$ cat src/design/msrc_consts.svh
`ifndef MSRC_CONSTS_SVH
`define MSRC_CONSTS_SVH

// board command register offset and command codes
`define MSRC_BOARD_CMD_OFS 4'h0
`define MSRC_CMD_RUN 32'h0000000a
`define MSRC_CMD_RUN_BLK 32'h0000000b
`define MSRC_CMD_STD_LEADER 32'h00000064
`define MSRC_CMD_TRIG_LEADER 32'h00000065
`define MSRC_CMD_FIFO_LEADER 32'h00000066
`define MSRC_CMD_STD_FOLLOWER 32'h0000006e
`define MSRC_CMD_TRIG_FOLLOWER 32'h0000006f
`define MSRC_CMD_GROUP_ARM 32'h00000082
`define MSRC_CMD_RST 32'h00000000

// controller register offsets
`define MSRC_CTRL_OFS 8'h00
`define MSRC_FOLLOW_OFS 8'h04
`define MSRC_LEADER_OFS 8'h08
`define MSRC_HUB_OFS 8'h0c
`define MSRC_CLKLEAD_OFS 8'h10
`define MSRC_STATUS_OFS 8'h14
`define MSRC_IRQ_STAT_OFS 8'h18
`define MSRC_IRQ_MASK_OFS 8'h1c

// control register fields
`define MSRC_CTRL_GO 0
`define MSRC_CTRL_RERUN 1
`define MSRC_CTRL_BLOCK 2
`define MSRC_CTRL_FIFO 3
`define MSRC_CTRL_RST 4'h0

// interrupt status fields
`define MSRC_IRQ_DONE 0
`define MSRC_IRQ_ARMED 1
`define MSRC_IRQ_RST 2'h0

// timing
`define MSRC_CLK_NS 10
`define MSRC_RUN_NS 2000
`define MSRC_PRETRIG_NS 500
`define MSRC_RUN_CYC ((`MSRC_RUN_NS + `MSRC_CLK_NS - 1) / `MSRC_CLK_NS)
`define MSRC_PRETRIG_CYC ((`MSRC_PRETRIG_NS + `MSRC_CLK_NS - 1) / `MSRC_CLK_NS)

`endif

$ cat src/design/msrc_pkg.sv
package msrc_pkg;
	typedef enum logic [1:0] {
		MSRC_CLK_NONE, MSRC_CLK_STD_LEADER, MSRC_CLK_FIFO_LEADER,
		MSRC_CLK_FOLLOWER
	} msrc_clk_role_t;
	typedef enum logic [1:0] {
		MSRC_TRIG_NONE, MSRC_TRIG_LEADER, MSRC_TRIG_FOLLOWER
	} msrc_trig_role_t;
	typedef enum {
		MSRC_B_IDLE, MSRC_B_ARMED, MSRC_B_WAIT_TRIG, MSRC_B_ACTIVE
	} msrc_board_st_t;
	typedef enum {
		MSRC_S_IDLE, MSRC_S_ROLE_TRIG, MSRC_S_ROLE_CLK, MSRC_S_ARM,
		MSRC_S_RUN_F, MSRC_S_RUN_L, MSRC_S_HUB_WAIT, MSRC_S_RUN_H,
		MSRC_S_SETTLE, MSRC_S_WAIT_RDY
	} msrc_seq_st_t;
endpackage

$ cat src/design/msrc_sync_if.sv
`timescale 1ns/10ps
`default_nettype none
interface msrc_sync_if #(parameter int N_BOARDS = 3);
	logic [N_BOARDS-1:0] cmd_stb;
	logic [3:0] cmd_addr;
	logic [31:0] cmd_code;
	wire [N_BOARDS-1:0] ready;
	wire [N_BOARDS-1:0] ack;
	wire [N_BOARDS-1:0] arm_req;
	wire [N_BOARDS-1:0] trig_req;

	modport ctrl (
		output cmd_stb, output cmd_addr, output cmd_code,
		input ready, input ack
	);
	modport board (
		input cmd_stb, input cmd_addr, input cmd_code,
		output ready, output ack, output arm_req, output trig_req
	);
endinterface
`default_nettype wire

$ cat src/design/msrc_ctrl.sv
`timescale 1ns/10ps
`default_nettype none
`include "msrc_consts.svh"
// Overview of operation
// - arm command on clock leader arms group
// - arm whole group before any start
// - code 10 starts, code 11 starts blocking
// - blocking start answers only after stop
// - start trigger followers first after arming
// - then start the trigger leaders
// - hub board leader is started last
// - other leaders fill pretrigger before hub
// - wait for every board ready afterwards
// - rerun repeats arm onward only
// - code 102 makes queue-mode clock leader
// - exactly one clock leader per group
// - fifo boards primed before their start
// - 101 trigger leader, 111 follower, or-ed
// - 100 clock leader, 110 clock follower
module msrc_ctrl import msrc_pkg::*; #(
	parameter int N_BOARDS = 3,
	parameter int PRETRIG_CYC = `MSRC_PRETRIG_CYC
) (
	input wire logic core_clk,
	input wire logic rst_b,
	input wire logic [7:0] sw_addr,
	input wire logic [31:0] sw_wdata,
	input wire logic sw_wr,
	input wire logic sw_rd,
	output logic [31:0] sw_rdata,
	output logic irq,
	output logic seq_busy,
	input wire logic [N_BOARDS-1:0] buf_primed,
	msrc_sync_if.ctrl bus
);
	localparam int IW = (N_BOARDS > 1) ? $clog2(N_BOARDS) : 1;
	localparam int PW = $clog2(PRETRIG_CYC + 1);
	localparam logic [IW-1:0] LAST_IDX = IW'(N_BOARDS - 1);
	localparam logic [PW-1:0] PRE_LAST = PW'(PRETRIG_CYC - 1);

	logic [3:0] ctrl_reg, ctrl_next;
	logic [N_BOARDS-1:0] leader_reg, leader_next;
	logic [IW-1:0] hub_reg, hub_next;
	logic [IW-1:0] clklead_reg, clklead_next;
	logic [1:0] irq_stat_reg, irq_stat_next;
	logic [1:0] irq_mask_reg, irq_mask_next;
	logic [31:0] rdata_reg, rdata_next;
	logic irq_reg, busy_reg;
	logic go, rerun, fifo, blk;
	logic [1:0] ev;

	msrc_seq_st_t st_reg, st_next, succ;
	logic [IW-1:0] idx_reg, idx_next;
	logic wait_reg, wait_next;
	logic [PW-1:0] pre_reg, pre_next;
	logic [N_BOARDS-1:0] stb_reg, stb_next;
	logic [31:0] code_reg, code_next;
	logic sel, adv, is_run;
	logic [31:0] code;

	assign fifo = ctrl_reg[`MSRC_CTRL_FIFO];
	assign blk = ctrl_reg[`MSRC_CTRL_BLOCK];

	// software register port
	always_comb begin
		ctrl_next = ctrl_reg;
		leader_next = leader_reg;
		hub_next = hub_reg;
		clklead_next = clklead_reg;
		irq_mask_next = irq_mask_reg;
		irq_stat_next = irq_stat_reg;
		rdata_next = '0;
		go = 1'b0;
		rerun = 1'b0;
		if (sw_wr) begin
			case (sw_addr)
			`MSRC_CTRL_OFS: begin
				// start is refused while a sequence is in flight
				if (st_reg == MSRC_S_IDLE) begin
					ctrl_next = {sw_wdata[3:1], 1'b0};
					go = sw_wdata[`MSRC_CTRL_GO];
					rerun = sw_wdata[`MSRC_CTRL_RERUN];
				end
			end
			`MSRC_LEADER_OFS: leader_next = sw_wdata[N_BOARDS-1:0];
			`MSRC_HUB_OFS: hub_next = sw_wdata[IW-1:0];
			// one index field, so only one clock leader can be named
			`MSRC_CLKLEAD_OFS: clklead_next = sw_wdata[IW-1:0];
			`MSRC_IRQ_STAT_OFS: irq_stat_next = irq_stat_reg & ~sw_wdata[1:0];
			`MSRC_IRQ_MASK_OFS: irq_mask_next = sw_wdata[1:0];
			default: ;
			endcase
		end
		// a new event wins over a clear in the same cycle
		irq_stat_next = irq_stat_next | ev;
		if (sw_rd) begin
			case (sw_addr)
			`MSRC_CTRL_OFS: rdata_next = 32'(ctrl_reg);
			`MSRC_FOLLOW_OFS: rdata_next = {{(32-N_BOARDS){1'b0}}, ~leader_reg};
			`MSRC_LEADER_OFS: rdata_next = 32'(leader_reg);
			`MSRC_HUB_OFS: rdata_next = 32'(hub_reg);
			`MSRC_CLKLEAD_OFS: rdata_next = 32'(clklead_reg);
			`MSRC_STATUS_OFS: rdata_next = 32'({bus.ready, busy_reg});
			`MSRC_IRQ_STAT_OFS: rdata_next = 32'(irq_stat_reg);
			`MSRC_IRQ_MASK_OFS: rdata_next = 32'(irq_mask_reg);
			default: rdata_next = '0;
			endcase
		end
	end

	// sequencer: one board at a time, strictly in group order
	always_comb begin
		st_next = st_reg;
		idx_next = idx_reg;
		wait_next = wait_reg;
		pre_next = pre_reg;
		stb_next = '0;
		code_next = code_reg;
		ev = 2'b00;
		sel = 1'b0;
		adv = 1'b0;
		is_run = 1'b0;
		code = blk ? `MSRC_CMD_RUN_BLK : `MSRC_CMD_RUN;
		succ = MSRC_S_IDLE;
		case (st_reg)
		MSRC_S_IDLE: begin
			if (go) begin
				// rerun skips role setup and repeats arm onward
				st_next = rerun ? MSRC_S_ARM : MSRC_S_ROLE_TRIG;
				idx_next = '0;
				wait_next = 1'b0;
			end
		end
		MSRC_S_ROLE_TRIG: begin
			sel = 1'b1;
			code = leader_reg[idx_reg] ? `MSRC_CMD_TRIG_LEADER :
				`MSRC_CMD_TRIG_FOLLOWER;
			succ = MSRC_S_ROLE_CLK;
		end
		MSRC_S_ROLE_CLK: begin
			sel = 1'b1;
			if (idx_reg == clklead_reg) begin
				code = fifo ? `MSRC_CMD_FIFO_LEADER : `MSRC_CMD_STD_LEADER;
			end else begin
				code = `MSRC_CMD_STD_FOLLOWER;
			end
			succ = MSRC_S_ARM;
		end
		MSRC_S_ARM: begin
			sel = (idx_reg == clklead_reg);
			code = `MSRC_CMD_GROUP_ARM;
			succ = MSRC_S_RUN_F;
		end
		MSRC_S_RUN_F: begin
			is_run = 1'b1;
			sel = !leader_reg[idx_reg];
			succ = MSRC_S_RUN_L;
		end
		MSRC_S_RUN_L: begin
			is_run = 1'b1;
			sel = leader_reg[idx_reg] && (idx_reg != hub_reg);
			succ = MSRC_S_HUB_WAIT;
		end
		MSRC_S_HUB_WAIT: begin
			// give the other leaders time to fill their pretrigger
			if (pre_reg == PRE_LAST) begin
				pre_next = '0;
				st_next = MSRC_S_RUN_H;
			end else begin
				pre_next = pre_reg + PW'(1);
			end
		end
		MSRC_S_RUN_H: begin
			is_run = 1'b1;
			sel = leader_reg[idx_reg] && (idx_reg == hub_reg);
			succ = MSRC_S_SETTLE;
		end
		// lets the last board's ready drop before it is sampled
		MSRC_S_SETTLE: st_next = MSRC_S_WAIT_RDY;
		MSRC_S_WAIT_RDY: begin
			if (&bus.ready) begin
				st_next = MSRC_S_IDLE;
				ev[`MSRC_IRQ_DONE] = 1'b1;
			end
		end
		default: st_next = MSRC_S_IDLE;
		endcase
		if (succ != MSRC_S_IDLE) begin
			if (wait_reg) begin
				if (bus.ack[idx_reg]) begin
					wait_next = 1'b0;
					adv = 1'b1;
				end
			end else if (sel) begin
				// queue mode boards need primed buffers first
				if (!(is_run && fifo && !buf_primed[idx_reg])) begin
					stb_next[idx_reg] = 1'b1;
					code_next = code;
					// a blocking start is not waited for, like a thread
					wait_next = (code != `MSRC_CMD_RUN_BLK);
					adv = (code == `MSRC_CMD_RUN_BLK);
				end
			end else begin
				adv = 1'b1;
			end
		end
		if (adv) begin
			if (idx_reg == LAST_IDX) begin
				idx_next = '0;
				st_next = succ;
				ev[`MSRC_IRQ_ARMED] = (st_reg == MSRC_S_ARM);
			end else begin
				idx_next = idx_reg + IW'(1);
			end
		end
	end

	always_ff @(posedge core_clk) begin
		if (!rst_b) begin
			ctrl_reg <= `MSRC_CTRL_RST;
			leader_reg <= '0;
			hub_reg <= '0;
			clklead_reg <= '0;
			irq_stat_reg <= `MSRC_IRQ_RST;
			irq_mask_reg <= `MSRC_IRQ_RST;
			rdata_reg <= '0;
			irq_reg <= 1'b0;
			busy_reg <= 1'b0;
			st_reg <= MSRC_S_IDLE;
			idx_reg <= '0;
			wait_reg <= 1'b0;
			pre_reg <= '0;
			stb_reg <= '0;
			code_reg <= `MSRC_CMD_RST;
		end else begin
			ctrl_reg <= ctrl_next;
			leader_reg <= leader_next;
			hub_reg <= hub_next;
			clklead_reg <= clklead_next;
			irq_stat_reg <= irq_stat_next;
			irq_mask_reg <= irq_mask_next;
			rdata_reg <= rdata_next;
			irq_reg <= |(irq_stat_next & irq_mask_next);
			busy_reg <= (st_next != MSRC_S_IDLE);
			st_reg <= st_next;
			idx_reg <= idx_next;
			wait_reg <= wait_next;
			pre_reg <= pre_next;
			stb_reg <= stb_next;
			code_reg <= code_next;
		end
	end

	assign bus.cmd_stb = stb_reg;
	assign bus.cmd_addr = `MSRC_BOARD_CMD_OFS;
	assign bus.cmd_code = code_reg;
	assign sw_rdata = rdata_reg;
	assign irq = irq_reg;
	assign seq_busy = busy_reg;
endmodule
`default_nettype wire

$ cat src/flat_wrapper.sv
// flat-port wrapper written by rule: the top's interface ports become plain ports
module msrc_ctrl_flat import msrc_pkg::*;
#(
	parameter int N_BOARDS = 3,
	parameter int PRETRIG_CYC = `MSRC_PRETRIG_CYC
)
  (core_clk, rst_b, sw_addr, sw_wdata, sw_wr, sw_rd, sw_rdata, irq, seq_busy, buf_primed, bus_cmd_stb, bus_cmd_addr, bus_cmd_code, bus_ready, bus_ack);
  msrc_sync_if #(.N_BOARDS(N_BOARDS)) bus_i ();
  input wire logic core_clk;
  input wire logic rst_b;
  input wire logic [7:0] sw_addr;
  input wire logic [31:0] sw_wdata;
  input wire logic sw_wr;
  input wire logic sw_rd;
  output logic [31:0] sw_rdata;
  output logic irq;
  output logic seq_busy;
  input wire logic [N_BOARDS-1:0] buf_primed;
  output wire logic [$bits(bus_i.cmd_stb)-1:0] bus_cmd_stb;
  output wire logic [$bits(bus_i.cmd_addr)-1:0] bus_cmd_addr;
  output wire logic [$bits(bus_i.cmd_code)-1:0] bus_cmd_code;
  input wire logic [$bits(bus_i.ready)-1:0] bus_ready;
  input wire logic [$bits(bus_i.ack)-1:0] bus_ack;
  assign bus_cmd_stb = bus_i.cmd_stb;
  assign bus_cmd_addr = bus_i.cmd_addr;
  assign bus_cmd_code = bus_i.cmd_code;
  assign bus_i.ready = bus_ready;
  assign bus_i.ack = bus_ack;
  msrc_ctrl #(.N_BOARDS(N_BOARDS), .PRETRIG_CYC(PRETRIG_CYC)) u_core (.core_clk(core_clk), .rst_b(rst_b), .sw_addr(sw_addr), .sw_wdata(sw_wdata), .sw_wr(sw_wr), .sw_rd(sw_rd), .sw_rdata(sw_rdata), .irq(irq), .seq_busy(seq_busy), .buf_primed(buf_primed), .bus(bus_i));
endmodule
$ cat config.mk
export PLATFORM = sky130hd
export DESIGN_NAME = msrc_ctrl_flat
export DESIGN_NICKNAME = d
export VERILOG_FILES = /design/src/design/msrc_pkg.sv /design/src/design/msrc_sync_if.sv /design/src/design/msrc_ctrl.sv /design/src/flat_wrapper.sv
export VERILOG_INCLUDE_DIRS = /design/src /design/src/design
export SDC_FILE = /design/constraint.sdc
export NUM_CORES = 1
export LEC_CHECK = 0
export ABC_CLOCK_PERIOD_IN_PS = 4100
export BUFFER_PORTS_ARGS = -buffer_cell sky130_fd_sc_hd__buf_2
export CAP_MARGIN = 30
export CORE_MARGIN = 2
export CORE_UTILIZATION = 40
export CTS_BUF_LIST = sky130_fd_sc_hd__clkbuf_4 sky130_fd_sc_hd__clkbuf_8
export DETAILED_ROUTE_END_ITERATION = 10
export PLACE_DENSITY = 0.69
export SYNTH_ARGS = -nofsm -noshare
export SYNTH_HDL_FRONTEND = slang
export SYNTH_SLANG_ARGS = --single-unit
export TNS_END_PERCENT = 5
$ cat constraint.sdc
create_clock -name core_clk -period 4.1 [get_ports core_clk]
set_input_delay 0.41 -clock core_clk [delete_from_list [all_inputs] [get_ports core_clk]]
set_output_delay 0.41 -clock core_clk [all_outputs]
set_load 0.01 [all_outputs]
==> results.cfg <==
[status]
run_status = finished, final reports clean

[die]
io_pins = 126
die-height_um = 96.2
die_area_um2 = 9250
die_w_um = 96.2
initial_core_util = 0.413
core_area_um2 = 8220
fp-row-count = 33

[synthesis]
synth_top_flop_cell = dfxtp_1
netlist_top_cells_count = 69 x dfxtp_1, 60 x buf_4, 34 x nand2_1
synth_top_family_by_area = simple AND/OR/NAND/NOR gates
synthesized_area_divided_by_synthesized_cell_count_um2 = 9.01
post_synth_instance_area_um2 = 3400
synth-adder-area-share = 0.00737
postSynth.asyncResetShare = 0
synth-seq-cells = 69
synth-xor-area-share = 0.0155
synth_area_leaders = dfxtp_1 41%, buf_4 13%, nand2_1 3.8%
postSynthCellCount = 377
synth_largest_type_area_fraction = 0.407
count_of_flip_flops_with_a_built_in_enable_after_synthesis = 0
synthMostInstantiatedCell = dfxtp_1
synth_warnings = 0
synth_cell_type_count = 56
synth_mux_area_frac = 0.0265
synth_top_area_cell = dfxtp_1
post_synthesis_compound_gate_area_fraction = 0.150
post_synth_and_or_nand_nor_area_fraction = 0.232
synth_sequential_area_ratio = 0.407

[drt]
final_antenna_net_count = 0
routed_wl_um = 6590
vias = 2662
drc = 0
first_iter_violations = 311
routed_via_density = 4.87
wire_per_inst_um = 12.0
detailedRoute.firstPassIterationCount = 5

[critical_path]
path_max_fanout = 12
path_cells = mux2i_1, a2bb2oi_1, a31o_1, nor3_1, nor3_2, o211ai_1, o211a_1
critical_path_required_ns = 4.33
worst-r2r-setup-slack_ns = 1.29
crit_path_max_incr_delay_ns = 0.69
crit_path_top_delay_cell = dfxtp_1
start_kind = register
worst_ep_arrival_time_ns = 3.05
critical_path_class = reg -> reg
worst_setup_path_end_kind = register

[sta]
max_slew_margin_vs_limit = 0.476
finalSetupViolations = 0
grt_setup_unrepaired = false
clock.fmax_mhz = 355
hold_slack_ns = 0.346
tightestPinTransition_ns = 0.781
hold_violations = 0
tns_ns = 0
min_period_ns = 2.81
slew_violations = 0
final.setup_skew_ns = 0.00746
timing.final.ws_setup_ns = 1.29
post-route-period-util = 0.686

[clocking]
post_cts_setup_repair_bufs = 0
clock_tree.htree_level_count = 3
clkLatencyLatePin_ns = 0.34
clock_pin_transition_on_the_worst_setup_and_hold_timing_paths_ns = 0.07
cts_hold_buffers = 0
cts_num_sinks = 69
cts_resized = 0
cts_buffer_depth = 2
cts_root_buffer = clkbuf_8
cts_tree = yes
numCtsBuffers = 9

[pwr]
power_per_cell_area_nw_per_um2 = 359
irDropWorstVdd_mv = 0.147
static-leakage-power_nw = 1.51

[grt]
grt_first_pass_wirelength_um = 10500
gr-total-overflow = 0
first_global_vias = 2233
track_usage = 0.149
antenna_violations_before_repair = 0
grt_max_degree = 38

[placement]
count_of_port_buffers_added_during_placement = 40
dp_hpwl_um = 4840
dp_slack_ns = 1.34
placer_congestion_estimate = 0.902

[job]
maxCapViolations = 0

[layout]
finalNetCount = 493
largest_register_ffs = 32
area.sequential_um2 = 1380
fillerInstances = 818
diodes = 0
drive_above_1_share = 0.149
synthToLayoutAreaGrowth_pct = 9.91
multi_input_comb_area_um2 = 1790

[hold_path]
min_path_type = in -> reg
placed cells by master (no fill, tap or decap), drive strengths merged, types with 8 or more instances in the layout:
cell | Yosys | routed
a21boi | 13 | 13
and2 | 8 | 8
buf | 66 | 40
clkbuf | 8 | 9
conb | 1 | 85
dfxtp | 69 | 69
mux2i | 9 | 9
nand2 | 34 | 34
nand3 | 21 | 21
nor2 | 21 | 21
nor2b | 9 | 9
nor3 | 10 | 10
nor4 | 11 | 11
o21ai | 8 | 8
area by class of cell:
class                           count  share of cell area
Timing Repair Buffer               40              0.0536
Clock buffer                        9              0.0332
Sequential cell                    69               0.370
Inverter                            6             0.00603
Clock inverter                      6              0.0235
Multi-Input combinational cell    312               0.479
Tap cell                          105              0.0352
worst max-delay path: cells and delay by family, from the launching register on:
family | cells | cell delay, ns
multiplexers | 1 | 0.25
AND/OR/NAND/NOR | 2 | 0.75
flip-flops | 1 | 0.69
AO/OA/AOI/OAI | 4 | 1.00
power by group:
part	leakage (nW)	total (mW)	switching (mW)	internal, mW
registers	0.566	0.688	0.00354	0.685
logic	0.836	0.0603	0.0461	0.0142
clock network	0.109	0.590	0.251	0.340
total	1.51	1.34	0.300	1.04
layer usage:
layer	vias up	GRT usage	part of all wire
met5	-	0	0
met4	0	0.0690	0.023
met3	15	0.0337	0.074
met2	132	0.226	0.45
met1	1210	0.200	0.45
li1	1305	-	-
final timing paths:
path,start,end,cells past startpoint
setup / recovery,u_core.idx_reg[0],u_core.bus.cmd_code[3],7
hold / removal,sw_wdata[3],u_core.ctrl_reg[3],3
hold reg to reg,u_core.bus.cmd_code[0],u_core.bus.cmd_code[0],2
setup reg to reg,u_core.idx_reg[0],u_core.bus.cmd_code[3],7
through the flow:
stage          instances   util  total power, mW  instance area (um^2)
2_1_floorplan        461      -            0.784                  3710
3_3_place_gp         532  0.429            0.762                  3520
3_5_place_dp         532  0.429            0.763                  3520
4_1_cts              547  0.454             1.35                  3730
5_1_grt              547  0.454             1.39                  3730
6_report             547  0.454             1.34                  3730
logic make-up (layout without fill, tap and decap cells):
| family | after synthesis | in the layout |
|---|---|---|
| fa+ha+maj | 2 | 2 |
| other cells | 1 | 85 |
| buf+inv | 80 | 61 |
| simple gates | 144 | 144 |
| xor+xnor | 6 | 6 |
| mux | 9 | 9 |
| compound gates | 66 | 66 |
| flops | 69 | 69 |
(Power assumes the default switching activity.)
